$ cat config.mk
export PLATFORM = sky130hd
export DESIGN_NAME = sfpc_control
export DESIGN_NICKNAME = d
export VERILOG_FILES = /design/src/sfpc_pkg.sv /design/src/sfpc_control.sv /design/src/sfpc_page_buffer.sv
export SDC_FILE = /design/constraint.sdc
export NUM_CORES = 1
export LEC_CHECK = 0
export BUFFER_PORTS_ARGS = -buffer_cell sky130_fd_sc_hd__buf_2
export CAP_MARGIN = 20
export CORE_AREA = 2 2 437 439
export CTS_BUF_LIST = sky130_fd_sc_hd__clkbuf_2 sky130_fd_sc_hd__clkbuf_4 sky130_fd_sc_hd__clkbuf_8
export DETAILED_ROUTE_END_ITERATION = 7
export DIE_AREA = 0 0 439 441
export GPL_ROUTABILITY_DRIVEN = 0
export GPL_TIMING_DRIVEN = 1
export HOLD_SLACK_MARGIN = 0.03
export PLACE_DENSITY = 0.48
export SYNTH_ARGS = -nofsm -noshare
export SYNTH_HDL_FRONTEND = slang
export SYNTH_SLANG_ARGS = --single-unit
$ cat constraint.sdc
create_clock -name aclk -period 5.5 [get_ports aclk]
set_clock_uncertainty 0.2 [all_clocks]
set_input_delay 0.275 -clock aclk [delete_from_list [all_inputs] [get_ports aclk]]
set_output_delay 0.275 -clock aclk [all_outputs]
set_load 0.05 [all_outputs]
$ cat src/sfpc_pkg.sv
`default_nettype none
package sfpc_pkg;
  localparam int PTR_W = 16;
  localparam int WORD_LSB = 1;
  localparam int PAGE_LSB = 7;
  localparam int PAGE_W = PTR_W - PAGE_LSB;
  localparam int WADDR_W = PAGE_LSB - WORD_LSB;
  localparam int PAGE_WORDS = 1 << WADDR_W;
  localparam int CTL_W = 6;

  localparam logic [7:0] CTL_ADDR = 8'h00;
  localparam int EN_BIT = 0;
  localparam int PE_BIT = 1;
  localparam int PW_BIT = 2;
  localparam int RF_BIT = 3;
  localparam int CB_BIT = 4;
  localparam int SG_BIT = 5;

  localparam logic [CTL_W-1:0] PAT_SIG = 6'h21;
  localparam logic [CTL_W-1:0] PAT_CLEAR_PAGE_BUFFER = 6'h11;
  localparam logic [CTL_W-1:0] PAT_FLB = 6'h09;
  localparam logic [CTL_W-1:0] PAT_PW = 6'h05;
  localparam logic [CTL_W-1:0] PAT_PE = 6'h03;
  localparam logic [CTL_W-1:0] PAT_EN = 6'h01;

  localparam logic [2:0] LPM_WIN = 3'h3;
  localparam logic [2:0] SPM_WIN = 3'h4;
  localparam logic [2:0] CNT_START = 3'h1;

  localparam logic [PTR_W-1:0] FUSE_LOW_ADDR = 16'h0000;
  localparam logic [PTR_W-1:0] LOCK_ADDR = 16'h0001;
  localparam logic [PTR_W-1:0] FUSE_EXT_ADDR = 16'h0002;
  localparam logic [PTR_W-1:0] FUSE_HIGH_ADDR = 16'h0003;
  localparam logic [PTR_W-1:0] SIG0_ADDR = 16'h0000;
  localparam logic [PTR_W-1:0] OSC_CAL_ADDR = 16'h0001;
  localparam logic [PTR_W-1:0] SIG1_ADDR = 16'h0002;
  localparam logic [PTR_W-1:0] TS_OFFSET_ADDR = 16'h0003;
  localparam logic [PTR_W-1:0] SIG2_ADDR = 16'h0004;
  localparam logic [PTR_W-1:0] TS_GAIN_ADDR = 16'h0005;

  localparam logic [7:0] UNPROG_BYTE = 8'hff;
  localparam logic [5:0] LOCK_PAD = 6'h3f;
  localparam logic [6:0] EXT_PAD = 7'h7f;
  localparam logic [7:0] RESERVED_BYTE = 8'h00;
  localparam logic [15:0] ERASED_WORD = 16'hffff;
  localparam logic [1:0] RESP_OKAY = 2'h0;
  localparam logic [1:0] RESP_SLVERR = 2'h2;

  typedef enum logic {SFPC_IDLE, SFPC_BUSY} sfpc_state_t;

  typedef struct packed {
    logic aw_got;
    logic w_got;
    logic [7:0] awaddr;
    logic [7:0] wbyte;
    logic wlane;
    logic bvalid;
    logic [1:0] bresp;
    logic rvalid;
    logic [7:0] rdata;
    logic [1:0] rresp;
    logic [CTL_W-1:0] ctl;
    logic [2:0] cnt;
    sfpc_state_t state;
    logic op_write;
    logic [PAGE_W-1:0] page;
    logic erase_req;
    logic write_req;
    logic [PAGE_WORDS-1:0] valid;
    logic rd_ok;
    logic lpm_valid;
    logic [7:0] lpm_data;
  } sfpc_regs_t;

  function automatic logic sfpc_legal(input logic [CTL_W-1:0] v);
    return (v == PAT_SIG) || (v == PAT_CLEAR_PAGE_BUFFER) || (v == PAT_FLB) ||
           (v == PAT_PW) || (v == PAT_PE) || (v == PAT_EN);
  endfunction
endpackage
`default_nettype wire

$ cat src/sfpc_control.sv
// Operation
// - Signature read armed, a load within three cycles returns a signature byte.
// - Store within four cycles of signature arming does nothing.
// - Writing clear-buffer discards the whole temporary page buffer; a word loaded in the same cycle is kept.
// - Fuse/lock read armed, a load within three cycles returns fuse or lock byte.
// - Page write armed, a store within four cycles programs buffer into pointer page.
// - Page erase armed, a store within four cycles erases the pointer page.
// - Page write and erase bits clear on completion or after four idle cycles.
// - Processor is stalled for the whole page write or erase.
// - Enable alone, a store puts the data word into buffer at pointer word if that word is still empty.
// - Enable clears after a store or four idle cycles, held during page operations.
// - Control writes with an illegal low six-bit pattern are ignored.
// - An EEPROM write blocks programming and fuse/lock readback.
// - Lock read at pointer one returns both lock bits in bits 1 and 0.
// - Fuse/lock arming clears after the read or after three idle cycles.
// - Fuse low at 0, high at 3, extended at 2 using bit 0 only.
// - Programmed fuse and lock bits read zero, unprogrammed read one.
// - Signature bytes at 0, 2, 4, calibration at 1, temperature trims at 3, 5.
// - Signature arming clears after the read or three cycles without a load.
// - Loads address flash bytes, pointer LSB selecting the byte in a word.
// - Control bits 7 and 6 always read zero.
// - The buffer is erased after page write, on clear-buffer and on reset; clear-buffer keeps a word loaded in the same cycle.
//
// Implementation choices: the AXI4-Lite slave port and the register addresses.
`timescale 1ns/10ps
`default_nettype none
module sfpc_control import sfpc_pkg::*; #(
  // Identity bytes; the values are arbitrary.
  parameter logic [7:0] SIG_BYTE0 = 8'h11,
  parameter logic [7:0] SIG_BYTE1 = 8'h22,
  parameter logic [7:0] SIG_BYTE2 = 8'h33
) (
  input wire logic aclk,
  input wire logic aresetn,
  input wire logic ce,
  input wire logic [7:0] awaddr,
  input wire logic awvalid,
  output logic awready,
  input wire logic [31:0] wdata,
  input wire logic [3:0] wstrb,
  input wire logic wvalid,
  output logic wready,
  output logic [1:0] bresp,
  output logic bvalid,
  input wire logic bready,
  input wire logic [7:0] araddr,
  input wire logic arvalid,
  output logic arready,
  output logic [31:0] rdata,
  output logic [1:0] rresp,
  output logic rvalid,
  input wire logic rready,
  input wire logic spm_strobe,
  input wire logic lpm_strobe,
  input wire logic [7:0] pointer_high_byte,
  input wire logic [7:0] pointer_low_byte,
  input wire logic [15:0] store_data,
  output logic lpm_special,
  output logic [7:0] lpm_data,
  output logic cpu_stall,
  input wire logic eeprom_write_busy,
  input wire logic [7:0] fuse_low_byte,
  input wire logic [7:0] fuse_high_byte,
  input wire logic fuse_extended_byte,
  input wire logic lock_bit_one,
  input wire logic lock_bit_two,
  input wire logic [7:0] osc_cal_byte,
  input wire logic [7:0] temp_sensor_offset,
  input wire logic [7:0] temp_sensor_gain,
  output logic flash_erase_req,
  output logic flash_write_req,
  output logic [PAGE_W-1:0] flash_page,
  input wire logic flash_done,
  input wire logic [WADDR_W-1:0] buf_rd_addr,
  output logic [15:0] buf_rd_data
);
  sfpc_regs_t s;
  sfpc_regs_t n;
  logic [PTR_W-1:0] pointer;
  logic [WADDR_W-1:0] widx;
  logic armed;
  logic [2:0] lim;
  logic do_write;
  logic ctl_wr;
  logic buf_we;
  logic [15:0] mem_q;
  logic [7:0] sig_now;
  logic [1:0] lock_now;
  logic [PAGE_W-1:0] ptr_page;

  assign pointer = {pointer_high_byte, pointer_low_byte};
  assign widx = pointer[PAGE_LSB-1:WORD_LSB];

  assign awready = ce && !s.aw_got && !s.bvalid;
  assign wready = ce && !s.w_got && !s.bvalid;
  assign arready = ce && !s.rvalid;
  assign bvalid = s.bvalid;
  assign bresp = s.bresp;
  assign rvalid = s.rvalid;
  assign rresp = s.rresp;
  assign rdata = {24'h000000, s.rdata};
  assign lpm_special = s.lpm_valid;
  assign lpm_data = s.lpm_data;
  assign cpu_stall = (s.state == SFPC_BUSY);
  assign flash_erase_req = s.erase_req;
  assign flash_write_req = s.write_req;
  assign flash_page = s.page;
  assign buf_rd_data = s.rd_ok ? mem_q : ERASED_WORD;

  function automatic logic [7:0] fuse_byte(input logic [PTR_W-1:0] p);
    unique case (p)
      FUSE_LOW_ADDR: return fuse_low_byte;
      LOCK_ADDR: return {LOCK_PAD, lock_bit_two, lock_bit_one};
      FUSE_EXT_ADDR: return {EXT_PAD, fuse_extended_byte};
      FUSE_HIGH_ADDR: return fuse_high_byte;
      default: return UNPROG_BYTE;
    endcase
  endfunction

  function automatic logic [7:0] sig_byte(input logic [PTR_W-1:0] p);
    unique case (p)
      SIG0_ADDR: return SIG_BYTE0;
      OSC_CAL_ADDR: return osc_cal_byte;
      SIG1_ADDR: return SIG_BYTE1;
      TS_OFFSET_ADDR: return temp_sensor_offset;
      SIG2_ADDR: return SIG_BYTE2;
      TS_GAIN_ADDR: return temp_sensor_gain;
      default: return RESERVED_BYTE;
    endcase
  endfunction

  always_comb begin
    n = s;
    n.lpm_valid = 1'b0;
    n.erase_req = 1'b0;
    n.write_req = 1'b0;
    buf_we = 1'b0;
    n.rd_ok = s.valid[buf_rd_addr];
    if (s.bvalid && bready) begin
      n.bvalid = 1'b0;
    end
    if (s.rvalid && rready) begin
      n.rvalid = 1'b0;
    end
    if (awvalid && awready) begin
      n.aw_got = 1'b1;
      n.awaddr = awaddr;
    end
    if (wvalid && wready) begin
      n.w_got = 1'b1;
      n.wbyte = wdata[7:0];
      n.wlane = wstrb[0];
    end
    if (arvalid && arready) begin
      n.rvalid = 1'b1;
      n.rdata = (araddr == CTL_ADDR) ? {2'h0, s.ctl} : RESERVED_BYTE;
      n.rresp = (araddr == CTL_ADDR) ? RESP_OKAY : RESP_SLVERR;
    end
    do_write = s.aw_got && s.w_got && !s.bvalid;
    ctl_wr = do_write && (s.awaddr == CTL_ADDR) && s.wlane && (s.state == SFPC_IDLE) &&
             !eeprom_write_busy && sfpc_legal(s.wbyte[CTL_W-1:0]);
    if (do_write) begin
      n.aw_got = 1'b0;
      n.w_got = 1'b0;
      n.bvalid = 1'b1;
      n.bresp = (s.awaddr == CTL_ADDR) ? RESP_OKAY : RESP_SLVERR;
    end
    armed = (s.state == SFPC_IDLE) && s.ctl[EN_BIT];
    lim = (s.ctl[SG_BIT] || s.ctl[RF_BIT]) ? LPM_WIN : SPM_WIN;
    unique case (s.state)
      SFPC_IDLE: begin
        if (armed) begin
          n.cnt = s.cnt + 3'h1;
          if (s.cnt == lim) begin
            n.ctl = '0;
          end
          if (lpm_strobe && s.ctl[SG_BIT]) begin
            n.lpm_valid = 1'b1;
            n.lpm_data = sig_byte(pointer);
            n.ctl = '0;
          end else if (lpm_strobe && s.ctl[RF_BIT] && !eeprom_write_busy) begin
            n.lpm_valid = 1'b1;
            n.lpm_data = fuse_byte(pointer);
            n.ctl = '0;
          end
          if (spm_strobe && !eeprom_write_busy && !s.ctl[SG_BIT]) begin
            if (s.ctl[PW_BIT] || s.ctl[PE_BIT]) begin
              n.state = SFPC_BUSY;
              n.op_write = s.ctl[PW_BIT];
              n.write_req = s.ctl[PW_BIT];
              n.erase_req = s.ctl[PE_BIT];
              n.page = pointer[PTR_W-1:PAGE_LSB];
              n.ctl = s.ctl;
            end else begin
              if (s.ctl == PAT_EN && !s.valid[widx]) begin
                buf_we = 1'b1;
                n.valid[widx] = 1'b1;
              end
              n.ctl = '0;
            end
          end
        end
      end
      SFPC_BUSY: begin
        if (flash_done) begin
          n.state = SFPC_IDLE;
          n.ctl = '0;
          if (s.op_write) begin
            n.valid = '0;
          end
        end
      end
    endcase
    if (ctl_wr) begin
      n.ctl = s.wbyte[CTL_W-1:0];
      n.cnt = CNT_START;
      if (s.wbyte[CB_BIT]) begin
        n.valid = '0;
        if (buf_we) begin
          n.valid[widx] = 1'b1;
        end
      end
    end
  end

  always_ff @(posedge aclk) begin
    if (!aresetn) begin
      s <= '0;
    end else if (ce) begin
      s <= n;
    end
  end

  sfpc_page_buffer u_buf (
    .aclk(aclk),
    .ce(ce),
    .we(buf_we),
    .waddr(widx),
    .wdata(store_data),
    .raddr(buf_rd_addr),
    .rdata(mem_q)
  );

  assign sig_now = sig_byte(pointer);
  assign lock_now = {lock_bit_two, lock_bit_one};
  assign ptr_page = pointer[PTR_W-1:PAGE_LSB];
endmodule
`default_nettype wire

$ cat src/sfpc_page_buffer.sv
`timescale 1ns/10ps
`default_nettype none
module sfpc_page_buffer import sfpc_pkg::*; (
  input wire logic aclk,
  input wire logic ce,
  input wire logic we,
  input wire logic [WADDR_W-1:0] waddr,
  input wire logic [15:0] wdata,
  input wire logic [WADDR_W-1:0] raddr,
  output logic [15:0] rdata
);
  logic [15:0] mem [PAGE_WORDS];

  // Word storage only; which words hold data is tracked by the controller.
  always_ff @(posedge aclk) begin
    if (ce) begin
      if (we) begin
        mem[waddr] <= wdata;
      end
      rdata <= mem[raddr];
    end
  end
endmodule
`default_nettype wire

==> out/metrics.csv <==
stage,metric,value,unit
status,status,completed,
logic_synthesis,synth_most_common_cell,edfxtp_1,
setup_path,critPathBufInv,5,
global_routing,grt_overflow_total,0,
global_routing,grt_use_total,13.8,%
logic_synthesis,synth_commonest_cells,"edfxtp_1, mux4_2, dfxtp_1",
logic_synthesis,syn_area,46900,sq um
detailed_routing,vias,25400,
setup_path,crit_arrival,5.52,ns
logic_synthesis,yosys.area.top_type,edfxtp_1,
setup_path,worst_path_most_repeated_cell,dlygate4sd3_1,
setup_path,cp_cell_sequence,"dlygate4sd3_1, buf_2, nor3_1, nand4_1, nor3_2, a221o_1, dlygate4sd3_1, a22oi_1, dlygate4sd3_1, o21ai_0, dlygate4sd3_1",
layout,fin_area,57200,sq um
setup_path,critPathKind,in -> reg,
floorplanning,rows,160,
floorplanning,die_x,439,microns
layout,layoutNonFillerInstCount,5566,
clock_network,post_cts_resized,0,
detailed_routing,wl_per_cell,24.2,microns
global_routing,grt_pass1_wl,193000,microns
logic_synthesis,synthArstFlopShare,0,%
detailed_routing,ant_nets,0,
logic_synthesis,synth_edf_count,1040,
logic_synthesis,synthTopCellsByArea,"edfxtp_1, mux4_2, dfxtp_1, a22o_1, o21ai_0",
pwr,ir_worst_vdd,176,uV
timing,finalHoldViolations,0,
floorplanning,io_pins,223,
setup_path,reg2reg_slack,1.68,ns
clock_network,cts_root_buf,clkbuf_8,
clock_network,clk_pin_slew,0.06,ns
clock_network,clockBufferDepth,3,
floorplanning,die_area,194000,sq um
setup_path,cp_slowest_cell,nor3_2,
pwr,power_density,327,nW/um^2
global_routing,antenna_found_initial,9,
placed_design,placed_cells,5049,
layout,syn_to_final_growth,21.9,%
logic_synthesis,syn_inst,2423,
setup_path,cp_max_fo,16,
timing,rsz0062_at_grt,no,
logic_synthesis,synth_seq_cells,1163,
job,drv_cap,0,
detailed_routing,drt_iter0_drc,2274,
setup_path,cp.required,6.13,ns
detailed_routing,drc,0,
logic_synthesis,yosys.area.top_type_share,66.6,%
timing,fin_hold_ws,0.152,ns
setup_path,end_kind,flip-flop,
timing,post-route-min-period,4.88,ns
logic_synthesis,synth.avg_cell_area,19.4,sq um
logic_synthesis,yosys_warnings,0,
global_routing,grt_max_degree,80,
setup_path,cp_top_family,buffers and inverters,
floorplanning,coreArea,189000,sq um
logic_synthesis,synth_cell_types,67,
global_routing,grt_pass1_vias,26300,
worst_hold_path,hp-class,in -> reg,
logic_synthesis,ys_seq_area_share,71.8,%
clock_network,cts_buffers,191,
timing,drv_slew,0,
placed_design,io_buffers,165,
clock_network,htreeDepth,4,
floorplanning,die_h,441,microns
timing,relSlewSlack,23.9,%
layout,layout-drive-gt1-share,34.4,%
pwr,p_leak,18.1,nW
timing,setup_slack,0.617,ns
setup_path,slowest_delay,0.99,ns
timing,fmax,0.205,GHz
floorplanning,floorplan.initialDensity,24.8,%
timing,tns,0,ns
clock_network,tritoncts,yes,
clock_network,insertion_delay,0.90,ns
detailed_routing,vias_per_cell,4.56,
placed_design,hpwl,82500,microns
layout,nets,3043,
logic_synthesis,yosys_most_used_dff,edfxtp_1,
clock_network,cts_sinks,1163,
detailed_routing,routed_wl,135000,microns
timing,setup_viol,0,
placed_design,post-place-ws,0.892,ns
timing,period_share,88.8,%
timing,worstMarginPinSlew,1.13,ns
setup_path,start_kind,input pin,
placed_design,postPlaceCellArea,51500,sq um
detailed_routing,first_pass_iters,5,
## sequential cells by signal (all words and copies together) (netlist names), 6 cells and up
name and flops:
flash_page 9, lpm_data 8, rdata 6, s 92
u_buf.mem 1024, u_buf.rdata 16
## placed cells by master (no fill, tap or decap), drive strengths merged, types with 6 or more instances in the layout
master       instances
dfxtp              123
nand2               96
clkinv              67
nand2b              24
a31oi                6
conb                28
nand4                9
a22o                65
bufinv              13
dlygate4sd3        166
o21ai               85
edfxtp            1040
clkbuf             256
mux2i               18
nor3                44
mux4               358
nor2b                6
diode                7
a21oi               47
a22oi               16
inv                 12
buf                301
a221oi               6
nor2               111
and2                 6
a222oi               6
nor3b                9
nand3               18
nor4                38
nand3b               6
## worst register-to-register path: stages (launching register included)
cell	delay, ns
dfxtp_1	0.34
mux4_2	0.45
mux2_2	0.27
a21oi_1	0.14
o21ai_1	0.15
or4b_4	0.85
nor4_4	0.77
buf_4	0.32
## layout make-up
| class | instances | area, sq um |
|---|---|---|
| tap | 2511 | 3140 |
| inverter | 8 | 35.0 |
| antenna | 7 | 17.5 |
| fill | 18500 | 132000 |
| sequential | 1163 | 33700 |
| clock inverter | 88 | 763 |
| timing repair buffer | 467 | 3650 |
| multi-input combinational | 1066 | 12700 |
| clock buffer | 256 | 3190 |
## power by group
| group | internal, mW | leakage (nW) | switching, mW |
|---|---|---|---|
| sequential | 9.64 | 10.3 | 0.0117 |
| clock | 4.38 | 2.08 | 3.54 |
| combinational | 0.432 | 5.69 | 0.717 |
| total | 14.4 | 18.1 | 4.26 |
## per-layer routing
layer	track usage (%)	vias to the layer above	wire length, microns	part of all wire, %
li1	-	11000	-	-
met1	18.4	13400	58600	43
met2	22.9	816	66300	49
met3	2.51	192	6660	4.9
met4	4.08	2	3190	2.4
met5	0	-	13	0.0096
## final timing paths
kind                       startpoint                to  cells past startpoint
setup reg to reg                s[62]  u_buf.mem[46][4]                      7
hold reg to reg       flash_erase_req   flash_erase_req                      2
hold / removal         buf_rd_addr[4]    u_buf.rdata[6]                      2
setup / recovery  pointer_low_byte[5]       lpm_data[2]                     11
## cell families after synthesis
kind of cell	Yosys count	share of synthesized area (%)
adders and majority gates	1	0.0267
other	1	0.00799
buffers and inverters	221	2.31
muxes	379	17.6
AOI/OAI and AO/OA	264	3.80
xor gates and xnor gates	1	0.0187
and+or+nand+nor	393	4.38
DFF	1163	71.8
## what timing repair did
item                                   in CTS  in global routing
endpoints found under the hold margin    1133                  0
setup buffers                               0                  0
hold buffers                              166                  0
## per-stage QoR
stage | util [%] | power [mW]
global placement | 27.2 | 10.9
finish | 30.2 | 18.7
global route | 30.2 | 19.3
CTS | 30.2 | 19.0
detailed placement | 27.2 | 10.9
floorplan | - | 10.4
(Power assumes the default switching activity.)
